### config.mk
export PLATFORM = sky130hd
export DESIGN_NAME = svotl_top
export DESIGN_NICKNAME = d
export VERILOG_FILES = /design/src/svotl_pkg.sv /design/src/svotl_ovl.sv /design/src/svotl_top.sv
export SDC_FILE = /design/constraint.sdc
export NUM_CORES = 2
export LEC_CHECK = 0
export BUFFER_PORTS_ARGS = -buffer_cell sky130_fd_sc_hd__buf_2
export CAP_MARGIN = 20
export CORE_MARGIN = 4
export CORE_UTILIZATION = 50
export DETAILED_ROUTE_END_ITERATION = 10
export PLACE_DENSITY = 0.66
export SLEW_MARGIN = 20
export SYNTH_ARGS = -nofsm -noshare
export SYNTH_HDL_FRONTEND = slang
export SYNTH_HIERARCHICAL = 1
export SYNTH_SLANG_ARGS = --single-unit
### constraint.sdc
create_clock -name MCLK -period 65.1 [get_ports MCLK]
set_input_delay 9.765 -clock MCLK [delete_from_list [all_inputs] [get_ports MCLK]]
set_output_delay 9.765 -clock MCLK [all_outputs]
set_load 0.02 [all_outputs]
### src/svotl_pkg.sv
package svotl_pkg;

    // Timing
    localparam int CLK_PERIOD_NS = 20;
    localparam int NS_PER_MS = 1000000;
    localparam int CYC_PER_MS_DEF = NS_PER_MS / CLK_PERIOD_NS;

    // Register offsets
    localparam logic [7:0] A_CTRL = 8'h00;
    localparam logic [7:0] A_INT_FWD = 8'h04;
    localparam logic [7:0] A_INT_REV = 8'h08;
    localparam logic [7:0] A_EXT1 = 8'h0c;
    localparam logic [7:0] A_EXT2 = 8'h10;
    localparam logic [7:0] A_ESTOP = 8'h14;
    localparam logic [7:0] A_MMAX = 8'h18;
    localparam logic [7:0] A_UV_LIM = 8'h1c;
    localparam logic [7:0] A_UV_REL = 8'h20;
    localparam logic [7:0] A_WARN_PCT = 8'h24;
    localparam logic [7:0] A_DERATE = 8'h28;
    localparam logic [7:0] A_WARN_CUR = 8'h2c;
    localparam logic [7:0] A_STATUS = 8'h30;
    localparam logic [7:0] A_MASK = 8'h34;
    localparam logic [7:0] A_STATE = 8'h38;

    // Control register fields
    localparam int C_METHOD_LSB = 0;
    localparam int C_SUP400 = 3;
    localparam int C_UVF_LSB = 4;
    localparam int C_OVL_CLR = 8;

    // Reset values and ranges, in percent unless noted
    localparam logic [2:0] METHOD_RST = 3'h2;
    localparam logic [2:0] METHOD_MAX = 3'h5;
    localparam logic [9:0] LIM_RST = 10'h12c;
    localparam logic [9:0] PCT_MAX = 10'h1f4;
    localparam logic [9:0] ESTOP_RST = 10'h320;
    localparam logic [9:0] ESTOP_MAX = 10'h320;
    localparam logic [9:0] UV_LIM_RST = 10'h032;
    localparam logic [9:0] UV_LIM_MAX = 10'h064;
    localparam logic [9:0] REL_MS_RST = 10'h064;
    localparam logic [9:0] REL_MS_MAX = 10'h3e8;
    localparam logic [9:0] WARN_PCT_RST = 10'h014;
    localparam logic [9:0] DERATE_RST = 10'h064;
    localparam logic [9:0] DERATE_NONE = 10'h064;
    localparam logic [9:0] WARN_CUR_RST = 10'h073;
    localparam logic [1:0] UVF_OFF = 2'h0;
    localparam logic [1:0] UVF_WARN = 2'h1;
    localparam logic [1:0] UVF_LIMIT = 2'h2;

    // Overload curve points
    localparam logic [9:0] OVL_START_PCT = 10'h073;
    localparam logic [9:0] MOTOR_KNEE_PCT = 10'h0b4;
    localparam logic [9:0] DRIVE_KNEE_PCT = 10'h0aa;
    localparam int OVL_INST_GAIN = 4;
    localparam logic [31:0] OVL_ALARM_LVL_DEF = 32'h0098_9680;

    // Bus voltage levels in volts
    localparam logic [9:0] UV_DET_200 = 10'h0c8;
    localparam logic [9:0] UV_REL_200 = 10'h118;
    localparam logic [9:0] UV_DET_400 = 10'h190;
    localparam logic [9:0] UV_REL_400 = 10'h230;

    typedef enum logic [1:0] {UV_IDLE, UV_HOLD, UV_RAMP} svotl_uv_t;

    function automatic logic [31:0] pct_of(logic [31:0] v, logic [9:0] p);
        logic [41:0] prod;
        prod = {10'h0, v} * {32'h0, p};
        pct_of = 32'(prod / 42'h64);
    endfunction

    function automatic logic [9:0] min2(logic [9:0] a, logic [9:0] b);
        min2 = (a < b) ? a : b;
    endfunction

    function automatic logic [9:0] sat10(logic [31:0] v, logic [9:0] mx);
        sat10 = (v > {22'h0, mx}) ? mx : v[9:0];
    endfunction

endpackage

### src/svotl_ovl.sv
module svotl_ovl
    import svotl_pkg::*;
#(
    parameter logic [9:0] KNEE_PCT = MOTOR_KNEE_PCT,
    parameter int GAIN = OVL_INST_GAIN
) (
    // Clock and control
    input wire logic clk,
    input wire logic rst,
    input wire logic ce,
    input wire logic clr,
    // Load and settings
    input wire logic [9:0] cur,
    input wire logic [9:0] derate,
    input wire logic [9:0] warn_pct,
    input wire logic [9:0] warn_cur,
    input wire logic [31:0] alarm_lvl,
    // Results
    output logic warn,
    output logic alarm
);
    typedef struct packed {
        logic [31:0] acc_a;
        logic [31:0] acc_w;
        logic warn;
        logic alarm;
    } svotl_ovl_t;

    svotl_ovl_t s;
    svotl_ovl_t n;
    logic [9:0] start;
    logic [31:0] wlvl;

    // Accumulate excess load, faster past the knee, leak when below start
    function automatic logic [31:0] step(logic [31:0] acc, logic [9:0] c,
                                         logic [9:0] st);
        logic [31:0] inc;
        logic [32:0] sum;
        inc = 32'h0;
        sum = 33'h0;
        if (c > st) begin
            inc = {22'h0, c - st};
            if (c > KNEE_PCT) begin
                inc = 32'(inc * GAIN);
            end
            sum = {1'b0, acc} + {1'b0, inc};
            step = sum[32] ? 32'hffff_ffff : sum[31:0];
        end else begin
            step = (acc != 32'h0) ? acc - 32'h1 : acc;
        end
    endfunction

    always_comb begin
        n = s;
        start = 10'(pct_of({22'h0, OVL_START_PCT}, derate));
        wlvl = pct_of(alarm_lvl, warn_pct);
        n.acc_a = step(s.acc_a, cur, start);
        n.acc_w = step(s.acc_w, cur, warn_cur);
        if (clr) begin
            n.acc_a = 32'h0;
            n.acc_w = 32'h0;
        end
        n.warn = n.acc_w >= wlvl;
        n.alarm = (clr ? 1'b0 : s.alarm) | (n.acc_a >= alarm_lvl);
    end

    always_ff @(posedge clk) begin
        if (rst) begin
            s <= '0;
        end else if (ce) begin
            s <= n;
        end
    end

    assign warn = s.warn;
    assign alarm = s.alarm;
endmodule

### src/svotl_top.sv
// Function
// - Warning time defaults to 20% of alarm
// - Warning percent scales warning detection time
// - Motor base current is 1.15 rated times derating
// - Warning current sets motor warning accumulation start
// - Motor curve starts 115%, knee 180%
// - Drive curve starts 115%, knee 170%
// - Limit method selector 0 to 5, default 2
// - Four torque limits 0-500%, default 300%
// - Clamp limits to motor maximum torque
// - Torque limited flag high while limiting
// - Undervoltage warning when bus below threshold
// - Mode 0 off, 1 warn, 2 warn+limit
// - Undervoltage limit 0-100%, default 50%
// - Release time 0-1000 ms, default 100
// - 200 V supply: detect 200, release 280
// - 400 V supply: detect 400, release 560
module svotl_top
    import svotl_pkg::*;
#(
    parameter int unsigned CYC_PER_MS = CYC_PER_MS_DEF,
    parameter logic [31:0] OVL_ALARM_LVL = OVL_ALARM_LVL_DEF
) (
    // Clock, reset and enable
    input wire logic MCLK,
    input wire logic RST,
    input wire logic CE,
    // APB slave
    input wire logic PSEL,
    input wire logic PENABLE,
    input wire logic PWRITE,
    input wire logic [7:0] PADDR,
    input wire logic [31:0] PWDATA,
    output logic [31:0] PRDATA,
    output logic PREADY,
    output logic PSLVERR,
    // Drive measurements and command
    input wire logic signed [11:0] TORQUE_CMD,
    input wire logic [9:0] MOTOR_CUR,
    input wire logic [9:0] DRIVE_CUR,
    input wire logic [9:0] DC_BUS_V,
    input wire logic EXT_FWD_SEL,
    input wire logic EXT_REV_SEL,
    input wire logic EMERG_STOP,
    // Torque and status
    output logic signed [11:0] TORQUE_OUT,
    output logic TORQUE_LIMITED,
    output logic UV_WARN,
    output logic MOTOR_OVL_WARN,
    output logic MOTOR_OVL_ALARM,
    output logic DRIVE_OVL_WARN,
    output logic DRIVE_OVL_ALARM,
    output logic IRQ
);
    typedef struct packed {
        logic [2:0] method;
        logic sup400;
        logic [1:0] uv_func;
        logic [9:0] int_fwd;
        logic [9:0] int_rev;
        logic [9:0] ext1;
        logic [9:0] ext2;
        logic [9:0] estop;
        logic [9:0] mmax;
        logic [9:0] uv_lim;
        logic [9:0] rel_ms;
        logic [9:0] warn_pct;
        logic [9:0] derate;
        logic [9:0] warn_cur;
        logic [5:0] sts;
        logic [5:0] mask;
        logic [5:0] prev;
        svotl_uv_t uv_st;
        logic uv_warn;
        logic [9:0] ramp_lim;
        logic [9:0] ramp_diff;
        logic [31:0] ramp_acc;
        logic [31:0] ramp_t;
        logic [31:0] prdata;
        logic pready;
        logic pslverr;
        logic ovl_clr;
        logic signed [11:0] tout;
        logic torque_limited_flag;
        logic irq;
    } svotl_top_t;

    localparam svotl_top_t RESET_S = '{
        method: METHOD_RST,
        int_fwd: LIM_RST,
        int_rev: LIM_RST,
        ext1: LIM_RST,
        ext2: LIM_RST,
        estop: ESTOP_RST,
        mmax: LIM_RST,
        uv_lim: UV_LIM_RST,
        rel_ms: REL_MS_RST,
        warn_pct: WARN_PCT_RST,
        derate: DERATE_RST,
        warn_cur: WARN_CUR_RST,
        uv_func: UVF_OFF,
        uv_st: UV_IDLE,
        default: '0
    };

    svotl_top_t s;
    svotl_top_t n;
    logic m_warn;
    logic m_alarm;
    logic d_warn;
    logic d_alarm;
    logic [9:0] sel_f;
    logic [9:0] sel_r;
    logic [9:0] uvl;
    logic [9:0] cap;
    logic [9:0] lim_f;
    logic [9:0] lim_r;
    logic [9:0] det;
    logic [9:0] rel;
    logic [5:0] live;
    logic [5:0] ev;
    logic [5:0] sts_keep;
    logic [31:0] rd;
    logic [31:0] acc;
    logic hit;
    logic access;
    logic done;

    // Overload detectors for motor and drive
    svotl_ovl #(
        .KNEE_PCT(MOTOR_KNEE_PCT),
        .GAIN(OVL_INST_GAIN)
    ) u_motor (
        .clk(MCLK),
        .rst(RST),
        .ce(CE),
        .clr(s.ovl_clr),
        .cur(MOTOR_CUR),
        .derate(s.derate),
        .warn_pct(s.warn_pct),
        .warn_cur(s.warn_cur),
        .alarm_lvl(OVL_ALARM_LVL),
        .warn(m_warn),
        .alarm(m_alarm)
    );

    svotl_ovl #(
        .KNEE_PCT(DRIVE_KNEE_PCT),
        .GAIN(OVL_INST_GAIN)
    ) u_drive (
        .clk(MCLK),
        .rst(RST),
        .ce(CE),
        .clr(s.ovl_clr),
        .cur(DRIVE_CUR),
        .derate(DERATE_NONE),
        .warn_pct(s.warn_pct),
        .warn_cur(OVL_START_PCT),
        .alarm_lvl(OVL_ALARM_LVL),
        .warn(d_warn),
        .alarm(d_alarm)
    );

    always_comb begin
        n = s;
        acc = 32'h0;
        // Limit source by method
        case (s.method)
            3'h0: begin
                sel_f = s.int_fwd;
                sel_r = s.int_rev;
            end
            3'h1: begin
                sel_f = s.ext1;
                sel_r = s.ext2;
            end
            3'h2: begin
                sel_f = EXT_FWD_SEL ? min2(s.int_fwd, s.ext1) : s.int_fwd;
                sel_r = EXT_REV_SEL ? min2(s.int_rev, s.ext2) : s.int_rev;
            end
            3'h3: begin
                sel_f = min2(s.int_fwd, s.ext1);
                sel_r = min2(s.int_rev, s.ext2);
            end
            3'h4: begin
                sel_f = s.ext1;
                sel_r = s.ext1;
            end
            default: begin
                sel_f = PCT_MAX;
                sel_r = PCT_MAX;
            end
        endcase
        uvl = (s.uv_st == UV_IDLE) ? PCT_MAX : s.ramp_lim;
        if (s.uv_st == UV_HOLD) begin
            uvl = s.uv_lim;
        end
        cap = EMERG_STOP ? min2(s.mmax, s.estop) : s.mmax;
        lim_f = min2(min2(sel_f, uvl), cap);
        lim_r = min2(min2(sel_r, uvl), cap);

        // Torque clamp and limited flag
        n.tout = TORQUE_CMD;
        n.torque_limited_flag = 1'b0;
        if (TORQUE_CMD > $signed({2'h0, lim_f})) begin
            n.tout = $signed({2'h0, lim_f});
            n.torque_limited_flag = 1'b1;
        end else if (TORQUE_CMD < -$signed({2'h0, lim_r})) begin
            n.tout = -$signed({2'h0, lim_r});
            n.torque_limited_flag = 1'b1;
        end

        // Undervoltage detection with hysteresis
        det = s.sup400 ? UV_DET_400 : UV_DET_200;
        rel = s.sup400 ? UV_REL_400 : UV_REL_200;
        if (s.uv_func == UVF_OFF) begin
            n.uv_warn = 1'b0;
        end else if (DC_BUS_V < det) begin
            n.uv_warn = 1'b1;
        end else if (DC_BUS_V >= rel) begin
            n.uv_warn = 1'b0;
        end

        // Undervoltage limit hold and release ramp
        case (s.uv_st)
            UV_IDLE: begin
                if (s.uv_warn && s.uv_func == UVF_LIMIT) begin
                    n.uv_st = UV_HOLD;
                    n.ramp_lim = s.uv_lim;
                end
            end
            UV_HOLD: begin
                n.ramp_lim = s.uv_lim;
                if (!s.uv_warn) begin
                    n.ramp_acc = 32'h0;
                    n.ramp_t = 32'(s.rel_ms) * 32'(CYC_PER_MS);
                    n.ramp_diff = (s.mmax > s.uv_lim) ? s.mmax - s.uv_lim
                                                      : 10'h0;
                    if (s.rel_ms == 10'h0 || s.mmax <= s.uv_lim) begin
                        n.uv_st = UV_IDLE;
                    end else begin
                        n.uv_st = UV_RAMP;
                    end
                end
            end
            UV_RAMP: begin
                if (s.uv_warn) begin
                    n.uv_st = UV_HOLD;
                    n.ramp_lim = s.uv_lim;
                end else begin
                    acc = s.ramp_acc + {22'h0, s.ramp_diff};
                    if (acc >= s.ramp_t) begin
                        n.ramp_acc = acc - s.ramp_t;
                        n.ramp_lim = s.ramp_lim + 10'h1;
                        if (s.ramp_lim + 10'h1 >= s.mmax) begin
                            n.uv_st = UV_IDLE;
                        end
                    end else begin
                        n.ramp_acc = acc;
                    end
                end
            end
            default: begin
                n.uv_st = UV_IDLE;
            end
        endcase

        // Rising edges of status become sticky events
        live = {s.torque_limited_flag, s.uv_warn, d_alarm, d_warn, m_alarm, m_warn};
        ev = live & ~s.prev;
        n.prev = live;

        // Register read decode
        hit = 1'b1;
        rd = 32'h0;
        case (PADDR)
            A_CTRL: rd = {26'h0, s.uv_func, s.sup400, s.method};
            A_INT_FWD: rd = {22'h0, s.int_fwd};
            A_INT_REV: rd = {22'h0, s.int_rev};
            A_EXT1: rd = {22'h0, s.ext1};
            A_EXT2: rd = {22'h0, s.ext2};
            A_ESTOP: rd = {22'h0, s.estop};
            A_MMAX: rd = {22'h0, s.mmax};
            A_UV_LIM: rd = {22'h0, s.uv_lim};
            A_UV_REL: rd = {22'h0, s.rel_ms};
            A_WARN_PCT: rd = {22'h0, s.warn_pct};
            A_DERATE: rd = {22'h0, s.derate};
            A_WARN_CUR: rd = {22'h0, s.warn_cur};
            A_STATUS: rd = {26'h0, s.sts};
            A_MASK: rd = {26'h0, s.mask};
            A_STATE: rd = {4'h0, lim_r, lim_f,
                           s.uv_st == UV_RAMP, s.uv_st != UV_IDLE, live};
            default: hit = 1'b0;
        endcase

        // APB handshake, one wait state
        access = PSEL && PENABLE && !s.pready;
        done = PSEL && PENABLE && s.pready;
        n.pready = 1'b0;
        n.pslverr = 1'b0;
        n.ovl_clr = 1'b0;
        if (access) begin
            n.pready = 1'b1;
            n.pslverr = !hit;
            n.prdata = PWRITE ? 32'h0 : rd;
        end

        // Status clears on read, a new event wins
        sts_keep = s.sts;
        if (done && !PWRITE && PADDR == A_STATUS) begin
            sts_keep = 6'h0;
        end
        n.sts = sts_keep | ev;

        if (done && PWRITE && hit) begin
            case (PADDR)
                A_CTRL: begin
                    if (PWDATA[C_METHOD_LSB +: 3] <= METHOD_MAX) begin
                        n.method = PWDATA[C_METHOD_LSB +: 3];
                    end
                    n.sup400 = PWDATA[C_SUP400];
                    if (PWDATA[C_UVF_LSB +: 2] <= UVF_LIMIT) begin
                        n.uv_func = PWDATA[C_UVF_LSB +: 2];
                    end
                    n.ovl_clr = PWDATA[C_OVL_CLR];
                end
                A_INT_FWD: n.int_fwd = sat10(PWDATA, PCT_MAX);
                A_INT_REV: n.int_rev = sat10(PWDATA, PCT_MAX);
                A_EXT1: n.ext1 = sat10(PWDATA, PCT_MAX);
                A_EXT2: n.ext2 = sat10(PWDATA, PCT_MAX);
                A_ESTOP: n.estop = sat10(PWDATA, ESTOP_MAX);
                A_MMAX: n.mmax = sat10(PWDATA, PCT_MAX);
                A_UV_LIM: n.uv_lim = sat10(PWDATA, UV_LIM_MAX);
                A_UV_REL: n.rel_ms = sat10(PWDATA, REL_MS_MAX);
                A_WARN_PCT: n.warn_pct = sat10(PWDATA, UV_LIM_MAX);
                A_DERATE: n.derate = sat10(PWDATA, UV_LIM_MAX);
                A_WARN_CUR: n.warn_cur = sat10(PWDATA, PCT_MAX);
                A_MASK: n.mask = PWDATA[5:0];
                default: n.mask = s.mask;
            endcase
        end
        n.irq = |(n.sts & n.mask);
    end

    always_ff @(posedge MCLK) begin
        if (RST) begin
            s <= RESET_S;
        end else if (CE) begin
            s <= n;
        end
    end

    assign PRDATA = s.prdata;
    assign PREADY = s.pready;
    assign PSLVERR = s.pslverr;
    assign TORQUE_OUT = s.tout;
    assign TORQUE_LIMITED = s.torque_limited_flag;
    assign UV_WARN = s.uv_warn;
    assign MOTOR_OVL_WARN = m_warn;
    assign MOTOR_OVL_ALARM = m_alarm;
    assign DRIVE_OVL_WARN = d_warn;
    assign DRIVE_OVL_ALARM = d_alarm;
    assign IRQ = s.irq;
endmodule

Word level (Yosys, flattened, before mapping)
Index checks and enable logic that the tools add are counted.
{"block": "totals", "register_bits": 392, "word_cells": 242, "out_inout_bits": 53, "in_bits": 91}
{"block": "op_classes", "eq_ne": 26, "addsub": 16, "mux": 72, "order_cmp": 30, "bitwise": 7, "div_mod_pow": 2, "mul": 3, "reduce_logical": 48}
{"operator": "two-way mux 32 bit", "n": 17}
{"operator": "case mux 28 bit (15 select lines)", "n": 1}
{"operator": "two-way mux 10 bit", "n": 21}
{"operator": "two-way mux 64 bit", "n": 3}
{"operator": "adder 32 x 32 -> 33 bit", "n": 4}
{"operator": "nonzero test 32 bit", "n": 4}
{"operator": "subtractor 32 x 1 -> 32 bit, second input constant", "n": 4}
{"operator": "less-than comparator 10 bit", "n": 7}
{"operator": ">= comparator 32 x 24 -> 1 bit, second input constant", "n": 2}
{"operator": ">= comparator 32 bit", "n": 2}
{"operator": "> comparator 32 x 10 -> 1 bit, second input constant", "n": 2}
{"operator": "case mux 32 bit (2 select lines)", "n": 1}
{"operator": "== test 8 x 6 -> 1 bit, second input constant", "n": 7}
{"operator": "case mux 10 bit (5 select lines)", "n": 1}
{"operator": "divider 17 x 7 -> 42 bit, second input constant", "n": 1}
{"operator": "divider 42 x 7 -> 42 bit, second input constant", "n": 1}
{"operator": "case mux 10 bit (4 select lines)", "n": 1}
{"operator": "AND reduction 3 bit", "n": 13}
{"operator": "two-way mux 12 bit", "n": 3}
{"operator": "adder 32 x 10 -> 32 bit", "n": 1}
{"operator": "== test 8 x 5 -> 1 bit, second input constant", "n": 4}
{"operator": ">= comparator 32 x 26 -> 1 bit", "n": 1}
{"operator": "> comparator 32 x 7 -> 1 bit, second input constant", "n": 1}
{"operator": "> comparator 32 x 9 -> 1 bit, second input constant", "n": 1}
{"operator": "other kinds (56)", "n": 101}

Depth between registers and ports, before layout
{"block": "logic_depth", "ltp_word": 12, "depth_mapped": 154, "ltp_nobuf": 137}

Cells and area by module
The synthesis kept the hierarchy.
{"mod": "svotl_ovl (u_drive)", "cells_per_inst": 3842, "instances": 1, "area_each_um2": 29228.0}
{"mod": "svotl_ovl (u_motor)", "cells_per_inst": 3837, "instances": 1, "area_each_um2": 28896.5}
{"mod": "svotl_top", "cells_per_inst": 2618, "instances": 1, "area_each_um2": 20294.5}

Least setup slack after synthesis
No wires, ideal clock.
{"block": "synth_timing", "kind": "reg2reg", "start": "reg s[177] (netlist name)", "end": "reg u_motor.s (netlist bit u_motor/warn)", "synth_period_minus_slack_ns": 27.525, "path_stages_with_launch": 132, "arrival_ns": 27.370, "n_path_buf": 3, "setup_ns": 0.155, "slack_ns": 37.575, "t_required_ns": 64.945, "path_cell_list": "dfxtp_1 -> clkbuf_1 -> nand2_1 -> fa_1 -> inv_1 -> fa_1 -> fa_1 -> fa_1 -> inv_1 -> fa_1 -> inv_1 -> ha_1 -> nand2_1 -> nor2_1 -> a211oi_1 -> o31ai_4 -> a21oi_1 -> o21ai_0 -> [... 96 more ...] -> nor2b_1 -> o21ai_0 -> nand2b_1 -> a21oi_1 -> nor2b_1 -> o21ai_0 -> nand2b_1 -> a21oi_1 -> nor2b_1 -> o21ai_0 -> nand2b_1 -> a21oi_1 -> nor2b_1 -> o21ai_0 -> nand2b_1 -> a21oi_1 -> or3_1 -> a311oi_1"}
{"item": "end signal, assigned", "line": "svotl_ovl.sv:71", "source": "s <= n;"}
{"item": "end, declared", "line": "svotl_ovl.sv:29", "source": "svotl_ovl_t s;"}

==> impl_metrics.env <==
export IMPL_status="complete, no violations"
export IMPL_fin_area_um2=82700
export IMPL_cts_hold_buffers_added=0
export IMPL_clk_pin_slew_ns=0.06
export IMPL_muxShareOfSynthArea_pct=3.70
export IMPL_synth_ff_type="dfxtp_1"
export IMPL_grt_util_all_layers_pct=29.0
export IMPL_start_kind="register"
export IMPL_drt_iter0_markers=6833
export IMPL_ys_seq_elements=388
export IMPL_cap_violations=0
export IMPL_cts_setup_buffers=0
export IMPL_rsz0062_at_grt="no"
export IMPL_worst_r2r_endpoint="u_motor/warn"
export IMPL_synth_adder_area_share_pct=25.2
export IMPL_start_util_pct=50.3
export IMPL_min_delay_start="PRDATA[13]"
export IMPL_critPathMaxFanout=46
export IMPL_synthCells=10300
export IMPL_cp_end_kind="register"
export IMPL_placed_area_um2=80900
export IMPL_grt_overflow_total=0
export IMPL_portBuffers=139
export IMPL_seq_area_frac_synth_pct=9.91
export IMPL_cts_root_buf="clkbuf_16"
export IMPL_synth_top_area_share_pct=13.9
export IMPL_io_pins=144
export IMPL_dieWidth_um=404
export IMPL_worstSetupPathType="reg -> reg"
export IMPL_grt_antenna_before_repair=2
export IMPL_ys_warn_count=6
export IMPL_hold_depth=2
export IMPL_synth_cell_types=169
export IMPL_dp_hpwl_um=191000
export IMPL_period_needed_ns=34.14
export IMPL_reg2regPathDepth=127
export IMPL_ant_nets=0
export IMPL_grt_pass1_vias=72500
export IMPL_hold_end="PRDATA[13]"
export IMPL_via_per_inst=6.21
export IMPL_tightestPinTransition_ns=1.26
export IMPL_syn_area_um2=78400
export IMPL_clkSinkCount=388
export IMPL_hp_class="reg -> reg"
export IMPL_synth_area_per_cell_um2=7.62
export IMPL_clockBufferDepth=3
export IMPL_synth_area_top_cells="fa_1, ha_1, dfxtp_1, nand2_1, a21oi_1"
export IMPL_arrival_ns=34.64
export IMPL_nNetsFinal=11600
export IMPL_num_vias=76700
export IMPL_slew_headroom_pct=15.8
export IMPL_rows=145
export IMPL_cts_buffers=53
export IMPL_synth_xor_xnor_area_share_pct=6.13
export IMPL_coreArea_um2=156000
export IMPL_drcViolationCount=0
export IMPL_syn_to_final_growth_pct=5.49
export IMPL_hold_violations=0
export IMPL_wl_per_cell_um=19.9
export IMPL_final_setup_viol_count=0
export IMPL_grt_max_degree=166
export IMPL_cp_data_required_time_ns=65.60
export IMPL_clk_latency_ns=0.69
export IMPL_setup_tns_final_ns=0
export IMPL_yosysTopAreaCell="fa_1"
export IMPL_cts_tree="built"
export IMPL_synthSimpleGateAreaFrac_pct=22.7
export IMPL_grt_pass1_wl_um=393000
export IMPL_die_y_um=404
export IMPL_synth_compound_area_share_pct=25.3
export IMPL_synthArstFlopShare_pct=0
export IMPL_synth_edf_count=0
export IMPL_globalplace_congestion=0.990
export IMPL_period_share_pct=52.4
export IMPL_drt_total_wl_um=246000
export IMPL_slew_violations=0
export IMPL_dieArea_um2=163000
export IMPL_reg2reg_from="s[181]"
export IMPL_max_stage_delay_ns=1.01
export IMPL_crit_top_cell="a21oi_1"
export IMPL_dp_cells=12200
export IMPL_most_common_layout_cells="nand2_1, nor2_1, inv_1"
export IMPL_cpMaxStageDelayCell="dfxtp_2"
export IMPL_synth_top_family_by_area="compound AO/OA/AOI/OAI gates"
export IMPL_cts_htree_levels=2
export IMPL_clock_fmax_mhz=29.3
export IMPL_dr_pass1_iters=10
export IMPL_antenna_cells=0
export IMPL_finalNonFillerCells=12300
export IMPL_skew_ns=0.0348
export IMPL_cts_resized_gates=0
export IMPL_timing_reg2reg_setup_slack_ns=30.96
export IMPL_final_common_cell="nand2_1"
export IMPL_drive_gt1_share_pct=6.31
-- state kept, by name, summed over array words and instances (netlist names) --
name and cells:
TORQUE_OUT 12, TORQUE_LIMITED 1, u_motor/s 64, u_motor/alarm 1
IRQ 1, PREADY 1, PRDATA 28, u_drive/alarm 1
UV_WARN 1, u_motor/warn 1, PSLVERR 1, u_drive/warn 1
s 211, u_drive/s 64
-- cell families (layout without fill, tap and decap cells) --
logic type	after synthesis	count (layout)
compound gates	2809	2809
mux	282	282
buf+inv	1396	1177
other cells	2	209
xor+xnor	530	530
simple gates	3631	3631
fa+ha+maj	1259	1259
flops	388	388
-- cells in the mapped netlist (30+ instances only) --
cell and n:
or4_1 30, fa_1 543, buf_4 51, o31ai_1 47
nand2_1 1004, dfxtp_1 388, o21ai_0 400, o21ai_1 86
a21o_1 141, nand2b_1 119, clkbuf_1 385, and2_1 421
o21bai_1 68, a31oi_1 97, or2_2 37, and3_1 91
xor2_1 182, inv_1 850, mux2_2 38, nor3_1 237
a22oi_1 73, buf_1 31, o211ai_1 97, o221ai_1 52
xnor2_1 329, a221o_1 36, ha_1 691, nand3_1 235
a211oi_1 139, buf_2 54, mux2i_1 232, o22ai_1 67
a211o_1 75, nor2b_1 90, or3_1 85, nand4_1 106
a311oi_1 31, a21oi_1 716, nor4_1 84, nor2_1 910
nor3b_1 33, a221oi_1 94, o21a_1 68
-- how the worst max path moves through the flow --
stage | start | to | slack [ns] | cells past startpoint
3_5_place_dp | s[182] | u_motor/warn | 31.73 | 124
4_1_cts | s[182] | u_motor/warn | 31.63 | 124
5_1_grt | s[181] | u_motor/warn | 28.15 | 124
6_report | s[181] | u_motor/warn | 30.96 | 127
3_3_place_gp | s[181] | u_drive/warn | 32.34 | 116
2_1_floorplan | s[177] | u_motor/warn | 37.57 | 131
-- per-stage QoR --
step	util [%]	setup WS, ns	hold WS (ns)
after global placement	51.8	32.34	0.431
after global routing	53.0	28.15	0.473
after CTS	53.0	31.63	0.455
after detailed placement	51.8	31.73	0.440
after floorplan	-	37.57	0.426
final	53.0	30.96	0.452
-- worst max-delay path: cells and delay by family, from the launching register on --
kind	cells	cell delay [ns]
mux	2	0.99
buf+inv	4	0.32
compound gates	64	18.67
flops	1	1.01
simple gates	42	6.95
xor+xnor	7	2.36
fa+ha+maj	8	3.57
-- final cells by class --
| cell class | instances | area, µm² |
|---|---|---|
| repair buffers | 218 | 1340 |
| well taps | 2058 | 2570 |
| fillers | 15300 | 73300 |
| flip-flops and latches | 388 | 7780 |
| clock inverters | 24 | 294 |
| clock buffers | 71 | 1490 |
| inverters | 864 | 3250 |
| multi-input cells | 8720 | 66000 |
-- metal layers --
metal  track usage [%]  vias up  routed length (µm)
met4              9.49        2                9050
met3              3.61      431               17300
met1              40.2    37000              109000
met5                 0        -                  13
met2              47.1     2796              110000
li1                  -    36400                   -
Power is left out: the tool's default activity adds up to more than one toggle a clock period on the data nets, which glitch-free logic cannot reach.
